$ cat src/flash_prog_regs.svh
// constants of the flash program command path: opcodes, status bits, timing
// assumes a 200 MHz core clock and a 24-bit byte address space
//
// Functional notes
// - opcode 02h programs 1 to 256 erased bytes
// - page program uses single line throughout
// - opcode is eight clocks, msb first
// - address is 24 clocks, bit 23 first
// - data bytes msb first; unsent bytes untouched
// - chip select release starts timed programming
// - busy shows in bit 0 of status
// - opcode 25h drives busy onto serial out
// - release off byte boundary aborts, clears latch
// - protected target: no program, latch cleared
// - data past page end wraps in page
// - only last 256 data bytes kept
// - incomplete address or data aborts, clears latch
// - failed byte sets program error flag
// - opcodes ADh/AFh enter sequential program mode
// - first sequential transfer carries address
// - later sequential transfers carry data only
// - sequential mode keeps write latch set
// - only last data byte kept per transfer
// - last unprotected byte ends mode, clears latch
`ifndef FLASH_PROG_REGS_SVH
`define FLASH_PROG_REGS_SVH

`define FL_OP_PAGE 8'h02
`define FL_OP_SEQ_A 8'had
`define FL_OP_SEQ_B 8'haf
`define FL_OP_WREN 8'h06
`define FL_OP_WRDI 8'h04
`define FL_OP_ASI 8'h25
`define FL_ERASED 8'hff
`define FL_PAGE_BYTES 9'h100
`define FL_ADDR_BYTES 2'h3
`define FL_SR1_BUSY_BIT 0
`define FL_SR1_WEL_BIT 1
`define FL_CLK_NS 5
`define FL_PAGE_PROG_NS 100000
`define FL_BYTE_PROG_NS 10000

`endif

$ cat src/flash_prog_pkg.sv
// types shared by the flash program command path
// assumes flash_prog_regs.svh supplies the numeric constants
package flash_prog_pkg;

    typedef struct packed {
        logic cs_n;
        logic sck;
        logic si;
    } pins_t;

    typedef struct packed {
        logic en;
        logic [23:0] addr;
        logic [7:0] data;
    } mem_wr_t;

    typedef enum logic [2:0] {PH_OPC, PH_ADDR, PH_DATA, PH_STAT, PH_SKIP}
        phase_t;

    typedef enum logic [2:0] {CMD_NONE, CMD_PAGE, CMD_SEQ1, CMD_SEQN,
        CMD_WREN, CMD_WRDI, CMD_ASI} cmd_t;

    typedef enum logic [1:0] {PG_IDLE, PG_SCAN, PG_CHECK, PG_WAIT} pg_t;

endpackage : flash_prog_pkg

$ cat src/pin_sync.sv
// two-flop synchroniser for pins arriving from outside the core clock
// assumes the pins are slow against the core clock
`timescale 1ns/1ps
module pin_sync #(
    parameter int W = 3
) (
    // clock and reset
    input wire logic i_core_clk,
    input wire logic i_nrst,
    // pins in, synchronised levels out
    input wire logic [W-1:0] i_async,
    output logic [W-1:0] o_sync
);
    logic [W-1:0] meta_r;

    always_ff @(posedge i_core_clk or negedge i_nrst)
    begin
        if (!i_nrst)
        begin
            // idle bus: chip select high, so all ones
            meta_r <= '1;
            o_sync <= '1;
        end
        else
        begin
            meta_r <= i_async;
            o_sync <= meta_r;
        end
    end
endmodule : pin_sync

$ cat src/page_buf.sv
// one page of write data held in flip-flops, with a written mask
// assumes one write per cycle and that clear and write never coincide
`timescale 1ns/1ps
module page_buf
    import flash_prog_pkg::*;
#(
    parameter int DEPTH = 256
) (
    // clock and reset
    input wire logic i_core_clk,
    input wire logic i_nrst,
    // write side
    input wire logic i_clr,
    input wire logic i_we,
    input wire logic [7:0] i_widx,
    input wire logic [7:0] i_wdata,
    // read side
    input wire logic [7:0] i_ridx,
    output logic [7:0] o_rdata,
    output logic o_rvalid
);
    typedef struct packed {
        logic [DEPTH-1:0][7:0] data;
        logic [DEPTH-1:0] valid;
    } buf_st_t;

    buf_st_t st_r;
    buf_st_t st_nxt;

    always_comb
    begin
        st_nxt = st_r;
        if (i_clr)
            st_nxt.valid = '0;
        else if (i_we)
        begin
            // a later byte at the same index overwrites: last 256 kept
            st_nxt.data[i_widx] = i_wdata;
            st_nxt.valid[i_widx] = 1'b1;
        end
    end

    always_ff @(posedge i_core_clk or negedge i_nrst)
    begin
        if (!i_nrst)
            st_r <= '0;
        else
            st_r <= st_nxt;
    end

    assign o_rdata = st_r.data[i_ridx];
    assign o_rvalid = st_r.valid[i_ridx];
endmodule : page_buf

$ cat src/flash_prog.sv
// serial command path for page program and sequential program
// assumes mode 0 spi pins, a memory array with combinational read-back
// of the last written address, and protection from i_prot_start upward
`timescale 1ns/1ps
`include "flash_prog_regs.svh"
module flash_prog
    import flash_prog_pkg::*;
#(
    parameter int PAGE_PROG_NS = `FL_PAGE_PROG_NS,
    parameter int BYTE_PROG_NS = `FL_BYTE_PROG_NS
) (
    // clock and reset
    input wire logic i_core_clk,
    input wire logic i_nrst,
    // spi pins
    input wire logic i_cs_n,
    input wire logic i_sck,
    input wire logic i_si,
    output logic o_so,
    output logic o_so_oe,
    // protection: addresses at or above this are locked
    input wire logic [23:0] i_prot_start,
    // memory array
    output mem_wr_t o_mem_wr,
    input wire logic [7:0] i_mem_rd_data,
    // status
    output logic [7:0] o_status_reg_one,
    output logic o_program_error_flag,
    output logic o_seq_mode
);

////////////////////////////////////////////////////////////////////////////
    // round up: the array needs at least this long
    localparam int PAGE_CYC = (PAGE_PROG_NS + `FL_CLK_NS - 1) / `FL_CLK_NS;
    localparam int BYTE_CYC = (BYTE_PROG_NS + `FL_CLK_NS - 1) / `FL_CLK_NS;

    typedef struct packed {
        phase_t ph;
        cmd_t cmd;
        logic [2:0] bitcnt;
        logic [1:0] abytes;
        logic [7:0] sh;
        logic [23:0] addr;
        logic got_data;
        logic [7:0] last_byte;
        logic [7:0] widx;
        logic [8:0] nbytes;
        logic sck_q;
        logic cs_q;
        logic write_latch_flag;
        logic busy;
        logic perr;
        logic seq_mode;
        logic seq_prog;
        logic [23:0] seq_addr;
        pg_t pg;
        logic [8:0] pidx;
        logic [23:0] pbase;
        logic [31:0] timer;
        logic so;
        logic so_oe;
        mem_wr_t mem;
        logic [7:0] sr1;
    } st_t;

    st_t st_r;
    st_t st_nxt;
    pins_t pin_s;
    logic [7:0] b;
    logic cs_fall;
    logic cs_rise;
    logic sck_rise;
    logic buf_clr;
    logic buf_we;
    logic [7:0] buf_rdata;
    logic buf_rvalid;
    logic prog_cmd;

    function automatic logic is_prot(input logic [23:0] a,
                                     input logic [23:0] lim);
        is_prot = (a >= lim);
    endfunction : is_prot

////////////////////////////////////////////////////////////////////////////
    pin_sync #(.W(3)) u_sync (
        .i_core_clk(i_core_clk),
        .i_nrst(i_nrst),
        .i_async({i_cs_n, i_sck, i_si}),
        .o_sync(pin_s)
    );

    page_buf #(.DEPTH(256)) u_buf (
        .i_core_clk(i_core_clk),
        .i_nrst(i_nrst),
        .i_clr(buf_clr),
        .i_we(buf_we),
        .i_widx(st_r.widx),
        .i_wdata(b),
        .i_ridx(st_r.pidx[7:0]),
        .o_rdata(buf_rdata),
        .o_rvalid(buf_rvalid)
    );

    assign cs_fall = st_r.cs_q && !pin_s.cs_n;
    assign cs_rise = !st_r.cs_q && pin_s.cs_n;
    assign sck_rise = !st_r.sck_q && pin_s.sck && !pin_s.cs_n;
    assign prog_cmd = (st_r.cmd == CMD_PAGE) || (st_r.cmd == CMD_SEQ1) ||
                      (st_r.cmd == CMD_SEQN);

////////////////////////////////////////////////////////////////////////////
    always_comb
    begin
        st_nxt = st_r;
        b = {st_r.sh[6:0], pin_s.si};
        buf_clr = 1'b0;
        buf_we = 1'b0;
        st_nxt.mem.en = 1'b0;
        st_nxt.sck_q = pin_s.sck;
        st_nxt.cs_q = pin_s.cs_n;

        // program engine: one byte per two cycles, then the timed wait
        if (st_r.timer != 32'h0)
            st_nxt.timer = st_r.timer - 32'h1;
        case (st_r.pg)
            PG_IDLE: ;
            PG_SCAN:
            begin
                if (st_r.seq_prog)
                begin
                    st_nxt.mem = '{1'b1, st_r.seq_addr, st_r.last_byte};
                    st_nxt.pidx = `FL_PAGE_BYTES;
                    st_nxt.pg = PG_CHECK;
                end
                else if (st_r.pidx == `FL_PAGE_BYTES)
                    st_nxt.pg = PG_WAIT;
                else if (buf_rvalid)
                begin
                    // only sent bytes are written; the rest keep contents
                    st_nxt.mem = '{1'b1, st_r.pbase | {16'h0, st_r.pidx[7:0]},
                                   buf_rdata};
                    st_nxt.pg = PG_CHECK;
                end
                else
                    st_nxt.pidx = st_r.pidx + 9'h1;
            end
            PG_CHECK:
            begin
                if (i_mem_rd_data != st_r.mem.data)
                    st_nxt.perr = 1'b1;
                st_nxt.pidx = (st_r.pidx == `FL_PAGE_BYTES) ? st_r.pidx :
                              st_r.pidx + 9'h1;
                st_nxt.pg = (st_r.pidx == `FL_PAGE_BYTES) ? PG_WAIT : PG_SCAN;
            end
            PG_WAIT:
            begin
                if (st_r.timer == 32'h0)
                begin
                    st_nxt.busy = 1'b0;
                    st_nxt.pg = PG_IDLE;
                    if (st_r.seq_prog)
                    begin
                        st_nxt.seq_addr = st_r.seq_addr + 24'h1;
                        // no skipping over locked blocks: leave the mode
                        if (st_r.seq_addr == 24'hffffff ||
                            is_prot(st_r.seq_addr + 24'h1, i_prot_start))
                        begin
                            st_nxt.seq_mode = 1'b0;
                            st_nxt.write_latch_flag = 1'b0;
                        end
                    end
                end
            end
            default: st_nxt.pg = PG_IDLE;
        endcase

        // serial front end
        if (cs_fall)
        begin
            st_nxt.ph = PH_OPC;
            st_nxt.cmd = CMD_NONE;
            st_nxt.bitcnt = 3'h0;
            st_nxt.abytes = 2'h0;
            st_nxt.got_data = 1'b0;
            st_nxt.nbytes = 9'h0;
        end
        else if (sck_rise)
        begin
            st_nxt.sh = b;
            st_nxt.bitcnt = st_r.bitcnt + 3'h1;
            if (st_r.bitcnt == 3'h7)
            begin
                case (st_r.ph)
                    PH_OPC:
                    begin
                        st_nxt.ph = PH_SKIP;
                        // a busy array hears only the status opcode
                        if (b == `FL_OP_ASI)
                        begin
                            st_nxt.cmd = CMD_ASI;
                            st_nxt.ph = PH_STAT;
                        end
                        else if (st_r.busy)
                            st_nxt.cmd = CMD_NONE;
                        else if (b == `FL_OP_PAGE && !st_r.seq_mode)
                        begin
                            st_nxt.cmd = CMD_PAGE;
                            st_nxt.ph = PH_ADDR;
                            buf_clr = 1'b1;
                        end
                        else if (b == `FL_OP_SEQ_A || b == `FL_OP_SEQ_B)
                        begin
                            st_nxt.cmd = st_r.seq_mode ? CMD_SEQN
                                                       : CMD_SEQ1;
                            st_nxt.ph = st_r.seq_mode ? PH_DATA
                                                      : PH_ADDR;
                        end
                        else if (b == `FL_OP_WREN)
                            st_nxt.cmd = CMD_WREN;
                        else if (b == `FL_OP_WRDI)
                            st_nxt.cmd = CMD_WRDI;
                        else
                            st_nxt.cmd = CMD_NONE;
                    end
                    PH_ADDR:
                    begin
                        st_nxt.addr = {st_r.addr[15:0], b};
                        st_nxt.abytes = st_r.abytes + 2'h1;
                        if (st_r.abytes == `FL_ADDR_BYTES - 2'h1)
                        begin
                            st_nxt.ph = PH_DATA;
                            st_nxt.widx = b;
                        end
                    end
                    PH_DATA:
                    begin
                        st_nxt.got_data = 1'b1;
                        st_nxt.last_byte = b;
                        if (st_r.cmd == CMD_PAGE)
                        begin
                            buf_we = 1'b1;
                            // wraps inside the page by 8-bit overflow
                            st_nxt.widx = st_r.widx + 8'h1;
                            if (st_r.nbytes != `FL_PAGE_BYTES)
                                st_nxt.nbytes = st_r.nbytes + 9'h1;
                        end
                    end
                    default: ;
                endcase
            end
        end
        else if (cs_rise)
        begin
            st_nxt.ph = PH_SKIP;
            case (st_r.cmd)
                CMD_WREN:
                    if (st_r.bitcnt == 3'h0)
                        st_nxt.write_latch_flag = 1'b1;
                CMD_WRDI:
                    if (st_r.bitcnt == 3'h0)
                    begin
                        st_nxt.write_latch_flag = 1'b0;
                        st_nxt.seq_mode = 1'b0;
                    end
                CMD_PAGE, CMD_SEQ1, CMD_SEQN:
                begin
                    if (st_r.bitcnt != 3'h0 || st_r.ph != PH_DATA ||
                        !st_r.got_data)
                    begin
                        st_nxt.write_latch_flag = 1'b0;
                        st_nxt.seq_mode = 1'b0;
                    end
                    else if (!st_r.write_latch_flag)
                        st_nxt.write_latch_flag = 1'b0;
                    else if (st_r.cmd != CMD_SEQN &&
                             is_prot(st_r.addr, i_prot_start))
                        st_nxt.write_latch_flag = 1'b0;
                    else
                    begin
                        st_nxt.busy = 1'b1;
                        st_nxt.perr = 1'b0;
                        st_nxt.pg = PG_SCAN;
                        st_nxt.pidx = 9'h0;
                        st_nxt.seq_prog = (st_r.cmd != CMD_PAGE);
                        st_nxt.pbase = {st_r.addr[23:8], 8'h0};
                        st_nxt.timer = (st_r.cmd != CMD_PAGE ||
                                        st_r.nbytes == 9'h1) ?
                                       32'(BYTE_CYC) : 32'(PAGE_CYC);
                        if (st_r.cmd == CMD_PAGE)
                            st_nxt.write_latch_flag = 1'b0;
                        else
                            st_nxt.seq_mode = 1'b1;
                        if (st_r.cmd == CMD_SEQ1)
                            st_nxt.seq_addr = st_r.addr;
                        else if (st_r.cmd == CMD_SEQN)
                            st_nxt.pbase = {st_r.seq_addr[23:8], 8'h0};
                    end
                end
                default: ;
            endcase
        end

        // serial out follows busy every cycle once 25h is in
        st_nxt.so_oe = (st_nxt.ph == PH_STAT) && !pin_s.cs_n;
        st_nxt.so = st_nxt.so_oe & st_r.busy;
        st_nxt.sr1 = 8'h0;
        st_nxt.sr1[`FL_SR1_BUSY_BIT] = st_nxt.busy;
        st_nxt.sr1[`FL_SR1_WEL_BIT] = st_nxt.write_latch_flag;
    end

    always_ff @(posedge i_core_clk or negedge i_nrst)
    begin
        if (!i_nrst)
        begin
            st_r <= '0;
            st_r.cs_q <= 1'b1;
            st_r.ph <= PH_SKIP;
        end
        else
            st_r <= st_nxt;
    end

    assign o_so = st_r.so;
    assign o_so_oe = st_r.so_oe;
    assign o_mem_wr = st_r.mem;
    assign o_status_reg_one = st_r.sr1;
    assign o_program_error_flag = st_r.perr;
    assign o_seq_mode = st_r.seq_mode;
endmodule : flash_prog

$ cat config.mk
export PLATFORM = sky130hd
export DESIGN_NAME = flash_prog
export DESIGN_NICKNAME = d
export VERILOG_FILES = /design/src/flash_prog_pkg.sv /design/src/pin_sync.sv /design/src/page_buf.sv /design/src/flash_prog.sv
export VERILOG_INCLUDE_DIRS = /design/src
export SDC_FILE = /design/constraint.sdc
export NUM_CORES = 2
export LEC_CHECK = 0
export BUFFER_PORTS_ARGS = -buffer_cell sky130_fd_sc_hd__buf_4
export CAP_MARGIN = 0
export CORE_ASPECT_RATIO = 0.6
export CORE_MARGIN = 3
export CORE_UTILIZATION = 25
export DETAILED_ROUTE_END_ITERATION = 12
export PLACE_DENSITY = 0.47
export RECOVER_POWER = 50
export SETUP_SLACK_MARGIN = 0.4
export SYNTH_ARGS = -nofsm -noshare
export SYNTH_HDL_FRONTEND = slang
export SYNTH_SLANG_ARGS = --single-unit
$ cat constraint.sdc
create_clock -name i_core_clk -period 6.4 [get_ports i_core_clk]
set_input_delay 0.32 -clock i_core_clk [delete_from_list [all_inputs] [get_ports i_core_clk]]
set_output_delay 0.32 -clock i_core_clk [all_outputs]
set_load 0.03 [all_outputs]
Word-level counts from Yosys, hierarchy flattened. Cells that the tools add are included.

Register bits: 2514. Input bits: 37. Output and inout port bits: 45. Logic and storage cells: 492.

Add/subtract/negate cells: 7. $lt $le $gt $ge: 5. Eq/ne operators: 30. Mux-type cells: 110. Bitwise gates (word level): 8. Reductions and logical operators: 45.

Operators with widths (number): $bwmux W2048 (1); $mux W256 (2); $mux W96 (3); $or A256 B256 Y256 (1); $mux W95 (2); $mux W92 (2); $mux W24 (6); $mux W33 (4); $mux W66 (1); $bmux W8 S8 (1); $demux W8 S8 (1); $mux W9 (7); $mux W6 (9); $mux W50 (1); $ge A24 B24 Y1 (2); $mux W1 (33); $logic_not A32 Y1 (1); $mux W32 (1); $reduce_bool A32 Y1 (1); $sub A32 B1 Y32 const B (1); $mux W3 (10); $mux W26 (1); $add A24 B1 Y24 const B (1); $eq A24 B24 Y1 const B (1); 51 further kinds (112).

Longest topological paths before layout.
Depth after elaboration: 20. Gate-level depth with buffers: 18.

Hierarchy. Synthesis repeated with hierarchy kept, for this count alone.

Cells, all modules: 8275. Area total of the unflattened synthesis: 116450.4 sq um.

By module, submodules not included: page_buf (instances 1, cells each 7028, area each 104556.5 sq um, sequential area each 57655.3 sq um); flash_prog (instances 1, cells each 1241, area each 11736.3 sq um, sequential area each 4832.1 sq um); pin_sync (instances 1, cells each 6, area each 157.7 sq um, sequential area each 157.7 sq um).

Worst setup path after synthesis. No wires, ideal clock.

Path kind: register -> register. Start point: register st_r[100] (netlist name). End point: register st_r[103] (netlist name). Arrival: 3309 ps. Data required time: 6289 ps. Setup slack: 2979 ps. Stages on the path, launching flop included: 18. Path buffers: 8. Period minus slack after synthesis: 3421 ps. Cell sequence: dfrtp_1 buf_4 buf_4 buf_2 buf_4 buf_4 buf_2 buf_2 inv_1 ha_1 and2_1 and4_1 clkbuf_1 nor2_1 and2_1 nand2_1 and4_1 a2111oi_2.

RTL lines: start: declaration (RTL line flash_prog.sv:66) `st_t st_r;`; start signal: assignment (RTL line flash_prog.sv:319) `st_r <= st_nxt;`.

==> impl_metrics.json <==
{
  "outcome": "finished, violations left",
  "failed_checks": "capacitance limit, slew limit",
  "final_cell_area_mm2": 0.130,
  "cts_tree": "built",
  "synthArstFlopShare": 1.00,
  "synth-simple-area-share": 0.0422,
  "grt_pass1_vias": 71700,
  "ys_types": 80,
  "die_x_um": 882,
  "drive_gt1_frac": 0.424,
  "setup_viol": 0,
  "io_pins": 82,
  "placed_cell_area_mm2": 0.123,
  "ys_warn_count": 0,
  "slowest_stage": "clkbuf_2",
  "worstMarginPinSlew_ps": 4260,
  "num_rows": 192,
  "core_area_mm2": 0.457,
  "powerDensity_mw_per_mm2": 245,
  "overflow": 0,
  "path_cells": "dlygate4sd3_1, dlygate4sd3_1, clkbuf_2, buf_4, clkbuf_4",
  "required_ps": 7280,
  "rsz0062_at_grt": "no",
  "drt-pass1-iter-count": 7,
  "synth_mux_area_frac": 0.333,
  "vias_per_cell": 4.95,
  "clk_pin_slew_worst_paths_ps": 70,
  "cts_root_buf": "clkbuf_16",
  "tns_ps": 0,
  "hold_violations": 0,
  "num_vias": 70000,
  "dp_hpwl_mm": 247,
  "fin_crit_sh": 0.811,
  "area_delta_synth_final_pct": 13.4,
  "drv_slew": 260,
  "grt_max_degree": 171,
  "drt_iter0_markers": 6649,
  "post_drt_wl_per_cell_um": 26.3,
  "cts.sinks": 2503,
  "synth_area_leader_cell": "dfrtp_1",
  "synth_compound_area_frac": 0.0385,
  "cts_buffers": 234,
  "ys_top_cells_by_area": "dfrtp_1 (54%), mux2_2 (20%), mux4_2 (13%), nand2_1 (1.8%), clkbuf_1 (1.3%)",
  "cp-end-kind": "asynchronous set/reset pin",
  "postRouteWirelength_mm": 372,
  "grtUsageTotal": 0.155,
  "portBuffers": 75,
  "antenna_left": 0,
  "die_area_mm2": 0.469,
  "drc": 0,
  "yosysTopAreaCellShare": 0.543,
  "die_y_um": 531,
  "start_kind": "input port",
  "critPathMaxStageDelay_ps": 2650,
  "netlist_area_mm2": 0.115,
  "synth_top_family_by_area": "multiplexers",
  "syn_area_per_cell_um2": 14.6,
  "insertion_delay_ps": 960,
  "synthAdderAreaFrac": 0.00748,
  "fmax_mhz": 193,
  "setup_slack_ps": 1210,
  "path_class": "input port to asynchronous set/reset pin",
  "maxSlewHeadroom": -1.84,
  "cap_violations": 6,
  "gp_congestion": 0.830,
  "critPathMaxFanout": 114,
  "synth-edff-count": 0,
  "synthCells": 7859,
  "cp_common_cell": "dlygate4sd3_1",
  "antenna_found_initial": 29,
  "hold_class": "input port to flip-flop",
  "hold_slack_ps": 151,
  "cts_max_path_buffers": 4,
  "leakagePower_uw": 0.0617,
  "crit_buf_inv": 5,
  "nets": 7953,
  "peakVddDrop_mv": 0.204,
  "start_util": 0.252,
  "grt_pass1_wl_mm": 541,
  "period_minus_slack_ps": 5190,
  "synth_seq_area_share": 0.545,
  "synth_xor_area_frac": 0.00632,
  "fin_worst_skew_ps": 91.3,
  "arrival_ps": 6070,
  "path_delay_family": "buffers and inverters",
  "synth_seq_cells": 2503,
  "synth-main-ff-cell": "dfrtp_1",
  "dp_slack_ps": 1430,
  "h-tree-depth": 4
}
## registers in the layout, summed over array words and instances (netlist names), 2 cells and up
register / flops
u_sync.meta_r: 3
o_status_reg_one: 2
u_buf.st_r: 2304
st_r: 147
o_mem_wr: 33
u_sync.o_sync: 3
b: 7
## synthesized netlist by cell type, types with 8 or more instances
master    number
dfstp_2        8
mux2_2      2020
a221oi_1      17
xor2_1        50
nor2_1       339
and3_1        27
xnor2_1       33
o22ai_1       14
and2_1        24
buf_6         39
nor4_1        18
mux2i_1       51
buf_1         24
inv_1         49
a22oi_1       56
nand2b_1      16
buf_4         76
nand4_1       18
ha_1          68
a21o_1       189
nand3_1       51
clkbuf_1     400
nor2b_1       15
buf_2         67
o21ai_0      148
nand2_1      557
a21oi_1       95
a31oi_1       34
nor3_1        28
dfrtp_1     2495
a22o_1        30
mux4_2       669
## what timing repair did
action,in CTS,in global routing
setup endpoints to repair,0,0
hold buffers,10,1
endpoints found under the hold margin,127,5
gates resized for setup,0,0
buffers inserted,0,0
## logic make-up (layout without fill, tap and decap cells)
group	Yosys count	count (layout)
compound gates	661	661
xor+xnor	83	83
fa+ha+maj	69	69
buf+inv	663	822
flops	2503	2503
mux	2740	2740
other cells	1	17
simple gates	1139	1139
## power breakdown
group / switching [uW] / leakage, uW / internal [uW]
registers: 156 / 0.0347 / 15800
logic: 1280 / 0.0232 / 157
clock network: 6450 / 0.00378 / 8060
## cell type report
type / instances / area (um^2)
multi-input combinational: 4698 / 49300
tap: 6111 / 7650
clock buffer: 360 / 7080
clock inverter: 51 / 624
antenna: 11 / 27.5
sequential: 2503 / 62700
fill: 45700 / 327000
inverter: 54 / 211
timing repair buffer: 357 / 2870
## metrics by stage
step	total power, uW	instances	util
CTS	32400	14100	0.286
global route	33200	14100	0.285
finish	31900	14100	0.285
floorplan	16800	7864	-
detailed placement	17800	13700	0.269
global placement	17700	13700	0.269
## metal layers
layer | global-route usage | part of all wire | wire length [um]
met5 | 0 | 0.000091 | 34
met4 | 0.0235 | 0.015 | 5560
met3 | 0.0377 | 0.073 | 27300
met2 | 0.205 | 0.39 | 146000
met1 | 0.254 | 0.52 | 193000
## worst paths after layout
check	start	end	slack (ps)	cells past startpoint
max in group i_core_clk	st_r[99]	o_mem_wr[0]	1210	10
min reg2reg	u_sync.meta_r[0]	u_sync.o_sync[0]	360	0
min in group asynchronous	i_nrst	u_buf.st_r[1077]	1890	3
min	i_si	u_sync.meta_r[0]	150	2
max reg2reg	st_r[99]	o_mem_wr[0]	1210	10
max	i_nrst	u_buf.st_r[971]	1210	5
## placed cells by master, fill, tap and decap left out, drive strengths merged, types with 26 or more instances in the layout
cell and n:
mux4 669, buf 288, inv 55, ha 68
and2 26, and3 27, xnor2 33, o21ai 153
nand2 557, nor2 339, clkinv 29, dfrtp 2495
a22oi 56, mux2 2020, a21o 189, a22o 30
mux2i 51, clkbuf 418, a31oi 34, xor2 50
a21oi 95, nor3 30, nand3 51
No activity file was read; power rests on OpenSTA's default activity.
